## config.mk

```make
export PLATFORM = sky130hd
export DESIGN_NAME = adc_pair_ctrl_flat
export DESIGN_NICKNAME = d
export VERILOG_FILES = /design/src/adc_pair_pkg.sv /design/src/backplane_if.sv /design/src/adc_pair_ctrl.sv /design/src/flat_wrapper.sv
export SDC_FILE = /design/constraint.sdc
export NUM_CORES = 1
export LEC_CHECK = 0
export BUFFER_PORTS_ARGS = -buffer_cell sky130_fd_sc_hd__buf_2
export CORE_MARGIN = 2
export CORE_UTILIZATION = 40
export DETAILED_ROUTE_END_ITERATION = 10
export HOLD_SLACK_MARGIN = 0.06
export PLACE_DENSITY = 0.67
export SLEW_MARGIN = 20
export SYNTH_ARGS = -nofsm -noshare
export SYNTH_HDL_FRONTEND = slang
export SYNTH_SLANG_ARGS = --single-unit
```

## constraint.sdc

```tcl
create_clock -name mclk -period 3.4 [get_ports mclk]
set_input_delay 0.17 -clock mclk [delete_from_list [all_inputs] [get_ports mclk]]
set_output_delay 0.17 -clock mclk [all_outputs]
set_load 0.02 [all_outputs]
```

## src/adc_pair_pkg.sv

```systemverilog
// Shared constants, types and helpers for the channel-pair conversion port
package adc_pair_pkg;

  // ****************************************
  // Word and field layout
  // ****************************************
  localparam int WORD_W        = 24;
  localparam int RESULT_W      = 12;
  localparam int CODE_W        = 4;
  localparam int ADDR_W        = 8;
  localparam int LOW_LSB       = 0;
  localparam int HIGH_LSB      = 12;
  localparam int BIPOLAR_BIT   = 3;
  localparam int PAIR_COUNT    = 8;

  // ****************************************
  // Reset values
  // ****************************************
  localparam logic [WORD_W-1:0] RESULT_RESET = 24'h00_0000;
  localparam logic [CODE_W-1:0] CODE_RESET   = 4'h0;
  localparam logic [ADDR_W-1:0] BASE_RESET   = 8'h00;

  // ****************************************
  // Timing
  // ****************************************
  localparam int CLK_PERIOD_NS  = 10;
  localparam int CONV_WAIT_NS   = 5000;
  localparam int CONV_WAIT_CYC  = (CONV_WAIT_NS + CLK_PERIOD_NS - 1) / CLK_PERIOD_NS;
  localparam int WAIT_W         = 16;

  // ****************************************
  // Controller register map (byte offsets)
  // ****************************************
  localparam logic [7:0] REG_COMMAND = 8'h00;
  localparam logic [7:0] REG_STATUS  = 8'h04;
  localparam logic [7:0] REG_WORD    = 8'h08;
  localparam logic [7:0] REG_LOW     = 8'h0C;
  localparam logic [7:0] REG_HIGH    = 8'h10;
  localparam logic [7:0] REG_BASE    = 8'h14;
  localparam int         STAT_BUSY   = 0;
  localparam int         STAT_DONE   = 1;

  // Controller sequencer states, Gray along the path
  typedef enum logic [1:0] {
    ST_IDLE  = 2'b00,
    ST_WRITE = 2'b01,
    ST_WAIT  = 2'b11,
    ST_READ  = 2'b10
  } seq_state_e;

  // Lower channel number 1..8 chosen by a select code
  function automatic logic [4:0] lower_channel(input logic [CODE_W-1:0] code);
    lower_channel = {2'b00, code[2:0]} + 5'h01;
  endfunction : lower_channel

  // Widen a 12-bit result, signed when bipolar
  function automatic logic [31:0] widen(input logic [RESULT_W-1:0] v, input logic bipolar);
    widen = bipolar ? {{20{v[RESULT_W-1]}}, v} : {20'h0_0000, v};
  endfunction : widen

endpackage : adc_pair_pkg

```

## src/backplane_if.sv

```systemverilog
// Backplane word bus between the controller and the conversion board
`timescale 1ns/1ns
interface backplane_if;
  logic [adc_pair_pkg::ADDR_W-1:0] addr;
  logic                            wr;
  logic                            rd;
  logic [adc_pair_pkg::WORD_W-1:0] wdata;
  logic [adc_pair_pkg::WORD_W-1:0] rdata;
  logic                            ack;

  modport board (input addr, input wr, input rd, input wdata, output rdata, output ack);
  modport ctrl  (output addr, output wr, output rd, output wdata, input rdata, input ack);
endinterface : backplane_if

```

## src/adc_pair_ctrl.sv

```systemverilog
// Controller end: Wishbone registers drive select write, wait and result read
//
// Our own choices: the Wishbone interface to the registers and the register addresses.
`timescale 1ns/1ns
module adc_pair_ctrl #(
  parameter int CONV_WAIT = adc_pair_pkg::CONV_WAIT_CYC
) (
  // Clock and reset
  input  wire logic        mclk,
  input  wire logic        rstn,
  // Wishbone slave
  input  wire logic        wb_cyc_i,
  input  wire logic        wb_stb_i,
  input  wire logic        wb_we_i,
  input  wire logic [7:0]  wb_adr_i,
  input  wire logic [3:0]  wb_sel_i,
  input  wire logic [31:0] wb_dat_i,
  output logic      [31:0] wb_dat_o,
  output logic             wb_ack_o,
  // Backplane
  backplane_if.ctrl        bp
);

  // ****************************************
  // Registers
  // ****************************************
  adc_pair_pkg::seq_state_e                 state;
  logic [adc_pair_pkg::CODE_W-1:0]          code;
  logic [adc_pair_pkg::WORD_W-1:0]          word;
  logic [adc_pair_pkg::ADDR_W-1:0]          base;
  logic                                     done;
  logic [adc_pair_pkg::WAIT_W-1:0]          wait_cnt;

  // ****************************************
  // Wishbone decode
  // ****************************************
  wire        req       = wb_cyc_i && wb_stb_i && !wb_ack_o;
  // Writes land at the edge where the master sees ack, with the request still held
  wire        wr_req    = wb_cyc_i && wb_stb_i && wb_ack_o && wb_we_i && wb_sel_i[0];
  wire        cmd_wr    = wr_req && (wb_adr_i == adc_pair_pkg::REG_COMMAND) && (state == adc_pair_pkg::ST_IDLE);
  wire        base_wr   = wr_req && (wb_adr_i == adc_pair_pkg::REG_BASE);
  wire        bipolar   = code[adc_pair_pkg::BIPOLAR_BIT];
  wire [31:0] low_val   = adc_pair_pkg::widen(word[adc_pair_pkg::LOW_LSB +: adc_pair_pkg::RESULT_W], bipolar);
  wire [31:0] high_val  = adc_pair_pkg::widen(word[adc_pair_pkg::HIGH_LSB +: adc_pair_pkg::RESULT_W], bipolar);
  wire        busy      = (state != adc_pair_pkg::ST_IDLE);
  wire [31:0] rd_mux    = (wb_adr_i == adc_pair_pkg::REG_COMMAND) ? {28'h000_0000, code} :
                          (wb_adr_i == adc_pair_pkg::REG_STATUS)  ? {30'h0000_0000, done, busy} :
                          (wb_adr_i == adc_pair_pkg::REG_WORD)    ? {8'h00, word} :
                          (wb_adr_i == adc_pair_pkg::REG_LOW)     ? low_val :
                          (wb_adr_i == adc_pair_pkg::REG_HIGH)    ? high_val :
                          (wb_adr_i == adc_pair_pkg::REG_BASE)    ? {24'h00_0000, base} : 32'h0000_0000;

  // Registered ack and read data; unmapped reads give zero
  always_ff @(posedge mclk or negedge rstn) begin
    if (!rstn) begin
      wb_ack_o <= 1'b0;
      wb_dat_o <= 32'h0000_0000;
    end else begin
      wb_ack_o <= req;
      wb_dat_o <= req ? rd_mux : wb_dat_o;
    end
  end

  // Board base address setting
  always_ff @(posedge mclk or negedge rstn) begin
    if (!rstn) begin
      base <= adc_pair_pkg::BASE_RESET;
    end else if (base_wr) begin
      base <= wb_dat_i[adc_pair_pkg::ADDR_W-1:0];
    end
  end

  // ****************************************
  // Sequencer: write code, wait, read word
  // ****************************************
  wire wait_over = (wait_cnt == adc_pair_pkg::WAIT_W'(CONV_WAIT - 1));

  assign bp.addr  = base;
  assign bp.wr    = (state == adc_pair_pkg::ST_WRITE);
  assign bp.rd    = (state == adc_pair_pkg::ST_READ);
  assign bp.wdata = {20'h0_0000, code};

  // Done is cleared by a new command and set when the read completes
  always_ff @(posedge mclk or negedge rstn) begin
    if (!rstn) begin
      state    <= adc_pair_pkg::ST_IDLE;
      code     <= adc_pair_pkg::CODE_RESET;
      word     <= adc_pair_pkg::RESULT_RESET;
      done     <= 1'b0;
      wait_cnt <= '0;
    end else begin
      unique case (state)
        adc_pair_pkg::ST_IDLE: begin
          if (cmd_wr) begin
            code  <= wb_dat_i[adc_pair_pkg::CODE_W-1:0];
            done  <= 1'b0;
            state <= adc_pair_pkg::ST_WRITE;
          end
        end
        adc_pair_pkg::ST_WRITE: begin
          wait_cnt <= '0;
          if (bp.ack) begin
            state <= adc_pair_pkg::ST_WAIT;
          end
        end
        adc_pair_pkg::ST_WAIT: begin
          wait_cnt <= wait_cnt + 1'b1;
          if (wait_over) begin
            state <= adc_pair_pkg::ST_READ;
          end
        end
        adc_pair_pkg::ST_READ: begin
          if (bp.ack) begin
            word  <= bp.rdata;
            done  <= 1'b1;
            state <= adc_pair_pkg::ST_IDLE;
          end
        end
      endcase
    end
  end

endmodule : adc_pair_ctrl

```

## src/flat_wrapper.sv

```systemverilog
// flat-port wrapper written by rule: the top's interface ports become plain ports
module adc_pair_ctrl_flat 
#(
  parameter int CONV_WAIT = adc_pair_pkg::CONV_WAIT_CYC
)
  (mclk, rstn, wb_cyc_i, wb_stb_i, wb_we_i, wb_adr_i, wb_sel_i, wb_dat_i, wb_dat_o, wb_ack_o, bp_addr, bp_wr, bp_rd, bp_wdata, bp_rdata, bp_ack);
  backplane_if bp_i ();
  input  wire logic mclk;
  input  wire logic rstn;
  input  wire logic wb_cyc_i;
  input  wire logic wb_stb_i;
  input  wire logic wb_we_i;
  input  wire logic [7:0] wb_adr_i;
  input  wire logic [3:0] wb_sel_i;
  input  wire logic [31:0] wb_dat_i;
  output logic      [31:0] wb_dat_o;
  output logic wb_ack_o;
  output wire logic [$bits(bp_i.addr)-1:0] bp_addr;
  output wire logic [$bits(bp_i.wr)-1:0] bp_wr;
  output wire logic [$bits(bp_i.rd)-1:0] bp_rd;
  output wire logic [$bits(bp_i.wdata)-1:0] bp_wdata;
  input wire logic [$bits(bp_i.rdata)-1:0] bp_rdata;
  input wire logic [$bits(bp_i.ack)-1:0] bp_ack;
  assign bp_addr = bp_i.addr;
  assign bp_wr = bp_i.wr;
  assign bp_rd = bp_i.rd;
  assign bp_wdata = bp_i.wdata;
  assign bp_i.rdata = bp_rdata;
  assign bp_i.ack = bp_ack;
  adc_pair_ctrl #(.CONV_WAIT(CONV_WAIT)) u_core (.mclk(mclk), .rstn(rstn), .wb_cyc_i(wb_cyc_i), .wb_stb_i(wb_stb_i), .wb_we_i(wb_we_i), .wb_adr_i(wb_adr_i), .wb_sel_i(wb_sel_i), .wb_dat_i(wb_dat_i), .wb_dat_o(wb_dat_o), .wb_ack_o(wb_ack_o), .bp(bp_i));
endmodule
```

* After elaboration in Yosys (flattened, before gate mapping)
Cells that the tools add are included. Widths: inputs -> output; s select.
Storage, ports and cells: output and inout port bits 67, bits in registers 88, word-level logic and storage cells 57, input bits 74
Cells by class: reduce and logical (&&, ||, !) cells 18, mux-type cells 17, add/subtract/negate cells 1, equality and inequality tests 13
Operators by type and width (number):
- $mux 32 | 7
- $pmux 16 s2 | 1
- $add 16x1->16 const B | 1
- $eq 16x9->1 const B | 1
- $eq 8x4->1 const B | 2
- $eq 8x5->1 const B | 2
- $eq 8x3->1 const B | 1
- $logic_and 1x1->1 | 8
- $logic_not 8->1 | 1
- $mux 2 | 4
- $mux 8 | 1
- $ne 2x1->1 const B | 4
- $pmux 2 s4 | 1
- $reduce_bool 2->1 | 3
- $eq 2x2->1 const B | 2
- $reduce_and 2->1 | 2
- $reduce_and 4->1 | 1
- $reduce_and 3->1 | 1
- $eq 2x1->1 const B | 1
- $logic_not 2->1 | 1
- $mux 1 | 2
- $pmux 1 s2 | 1
- $logic_not 1->1 | 1

* Logic depth before layout (Yosys ltp)
word-level depth 8, mapped depth 6, mapped depth without buffers 5

* Worst setup path before layout
Ideal clock, no wire load.
path kind input to register, from in wb_adr_i[5], to reg u_core.base (netlist bit u_core.bp.addr[0]), setup time 0.125 ns, required time 3.275 ns, buffers on the path 1, arrival 2.022 ns, slack 1.253 ns, cell stages on the path 5, cells stage by stage or4_1 > or3_1 > buf_2 > nor4_4 > mux2_2
On the way: word-level cells in the longest chain between the ends 2
RTL lines:
- from (decl) | RTL line flat_wrapper.sv:13 | input wire logic [7:0] wb_adr_i;
- $eq 8x5->1 | RTL line adc_pair_ctrl.sv:41 | wire base_wr = wr_req && (wb_adr_i == adc_pair_pkg::REG_BASE);
- $logic_and 1x1->1 | RTL line adc_pair_ctrl.sv:41
- to (signal assigned) | RTL line adc_pair_ctrl.sv:67 | base <= adc_pair_pkg::BASE_RESET;
- to (signal assigned) | RTL line adc_pair_ctrl.sv:69 | base <= wb_dat_i[adc_pair_pkg::ADDR_W-1:0];
- to (decl) | RTL line adc_pair_ctrl.sv:30 | logic [adc_pair_pkg::ADDR_W-1:0] base;
Every way passes these cells. A chain may end at the register's enable or synchronous reset.

* Final worst setup path
from in wb_adr_i[5], to reg u_core.base (netlist bit u_core.bp.addr[2])
Same word-level chain as after synthesis.

==> reports/metrics.cfg <==
[die]
floorplan.initialDensity=0.414
die_h_um=102
die_x_um=102
core-area_mm2=0.00928
io_pins=141
die_area_mm2=0.0104
row_count=35

[placed_design]
port_buffers=93
dpl.cell_count=545
place_congestion=0.854
placed_cell_area_mm2=0.00431
dp_slack_ps=840
hpwl_um=6270

[clocking]
cts_buffer_depth=2
cts_tree=built
clock-sinks=81
cts_resized=0
clk_pin_slew_ps=80
clock_latency_ps=340
h-tree-depth=3
cts_buffers=9
root_buffer=clkbuf_8

[layout]
n_antenna_cell=0
final_cell_mix=92 x buf_2, 81 x dfrtp_1, 40 x mux2_2
nFillCells=855
stdcell_count=586
areaGrowthSynthToFinish_pct=25.3
layout-drive-gt1-share=0.352
nets=528
fin_area_mm2=0.00482
final_util=0.519
final_common_cell=buf_2

[pwr]
power-per-cell-area_mw_per_mm2=442
power.total_mw=2.13
p_sw_frac=0.255
combPwrFrac=0.109
switching_power_mw=0.542
peakVddDrop_mv=0.279
p_seq_frac=0.494
p_int_mw=1.59
leakagePower_nw=2.51
p_clk_frac=0.396

[global_routing]
antenna_found_initial=0
grt_max_degree=82
grt_first_pass_wirelength_um=14400
overflow=0
track_usage=0.179
grt_pass1_vias=2870

[sta]
fin_skew_ps=8.62
finalHoldViolCount=0
setup_viol=0
tightest_slew_ps=879
max_freq_mhz=456
post-route-min-period_ps=2190
slew_viol_final=0
tns_ps=0
hold_ws_ps=78.0
setup_slack_ps=1210
grt_setup_unrepaired=false
finalCritPeriodShare=0.645
timing.slew.headroom=0.413

[worst_hold_path]
min_path_cells=2
min_path_type=primary input to flop
hp-start=wb_dat_i[1]
holdPathEnd=u_core.code[1]

[synth]
async_flop_share=1.00
synth_ff_type=dfrtp_1
ys_ff_latch=81
synth_compound_area_frac=0.0999
synth_edf_count=0
synthSimpleGateAreaFrac=0.135
yosys.cell_types.count=41
synth_xor_area_frac=0.0159
ys_seq_area_frac=0.527
synth_mux_area_frac=0.141
syn_avg_cell_area_um2=11.1
syn_inst=345
yosysWarnings=0
synth_top_family_by_area=multiplexers
synth_fa_ha_area_frac=0.00325
syn_area_mm2=0.00384

[critical_path]
r2r-end=u_core.wb_dat_o[23]
crit_arrival_ps=2420
crit_start=wb_adr_i[5]
startpoint_type=primary input
r2r_setup_slack_ps=1280
r2r_cells=4
cp.required_ps=3630
path_max_fanout=8
worstSetupEndpointType=flop
worstSetupPathType=primary input to flop
r2r-start=u_core.wb_ack_o

[run_status]
status=finished clean

[routing]
post_drt_via_cell_ratio=5.04
remaining_drc_errors=0
final_antenna_net_count=0
wirelength_um=9160
post_drt_wl_per_cell_um=15.6
dr.pass1.iters=4
vias=2952
drt-initial-drc-count=102

[job]
cap_violations=0

==> area by class of cell <==
class / count / area [um^2] / area share
clock buffer: 9 / 124 / 0.0257
sequential: 81 / 2030 / 0.421
inverter: 6 / 22.5 / 0.00468
tap: 129 / 161 / 0.0335
clock inverter: 6 / 115 / 0.0239
timing repair buffer: 124 / 769 / 0.160
multi-input combinational: 231 / 1600 / 0.332
==> kinds of logic after synthesis <==
kind of cell	Yosys count
mux	49
flops	81
simple gates	99
fa+ha+maj	1
compound gates	55
xor+xnor	7
other cells	1
buf+inv	52
==> metal layers <==
metal / GRT usage / share of wire / vias to the layer above
met5: 0 / 0 / -
met3: 0.0363 / 0.049 / 16
met4: 0.0564 / 0.018 / 0
met2: 0.289 / 0.48 / 86
met1: 0.244 / 0.45 / 1446
li1: - / - / 1404
==> Yosys cell counts (2+ instances only) <==
master / count / area [um^2]
or4_1: 3 / 22.5
or3_1: 5 / 31.3
nand2_1: 36 / 135
mux2i_1: 9 / 90.1
nor4_4: 2 / 42.5
nor2_1: 14 / 52.6
nor4_1: 5 / 31.3
dfrtp_1: 81 / 2030
or3_2: 2 / 15.0
a22oi_1: 14 / 105
nand3_1: 12 / 60.1
o21ai_0: 14 / 70.1
inv_1: 6 / 22.5
clkbuf_1: 17 / 63.8
a31oi_1: 2 / 12.5
nor2b_1: 2 / 12.5
nor3_1: 5 / 25.0
buf_4: 27 / 203
o31ai_1: 4 / 30.0
nand4_1: 5 / 31.3
a32oi_1: 4 / 35.0
mux2_2: 40 / 450
xnor2_1: 6 / 52.6
a211o_1: 2 / 17.5
a21oi_1: 4 / 20.0
or3b_2: 2 / 17.5
a22o_1: 7 / 61.3
nand2b_1: 2 / 12.5
==> flip-flops by register name, indices dropped and copies added, names as in the netlist <==
signal / count
u_core.wait_cnt: 16
u_core.bp.addr: 8
u_core.state: 2
u_core.word: 24
u_core.done: 1
u_core.wb_dat_o: 25
u_core.code: 4
u_core.wb_ack_o: 1
==> worst max path at each step <==
stage	endpoint	slack, ps	cells past startpoint
3_5_place_dp	u_core.bp.addr[2]	840	5
2_1_floorplan	u_core.bp.addr[0]	1250	5
5_1_grt	u_core.wb_dat_o[20]	1100	4
4_1_cts	u_core.bp.addr[2]	1200	5
3_3_place_gp	u_core.bp.addr[5]	880	5
6_report	u_core.bp.addr[2]	1210	5
==> timing repair <==
item | CTS | global route
setup buffers | 0 | 0
hold buffers | 25 | 1
endpoints found under the hold margin | 105 | 1
==> power groups by stage <==
stage / clock network [mW] / registers [mW] / logic, mW
after global routing: 0.912 / 1.06 / 0.260
after detailed placement: 0 / 1.07 / 0.211
after CTS: 0.864 / 1.05 / 0.234
after floorplan: 0 / 1.05 / 0.163
after global placement: 0 / 1.07 / 0.202
final: 0.844 / 1.05 / 0.233
==> critical path, stage by stage <==
cell	delay (ps)
buf_2	90
or4_1	600
or3_1	480
nor4_4	660
mux2_2	410
Note: power is estimated with default switching activity, not from simulation.
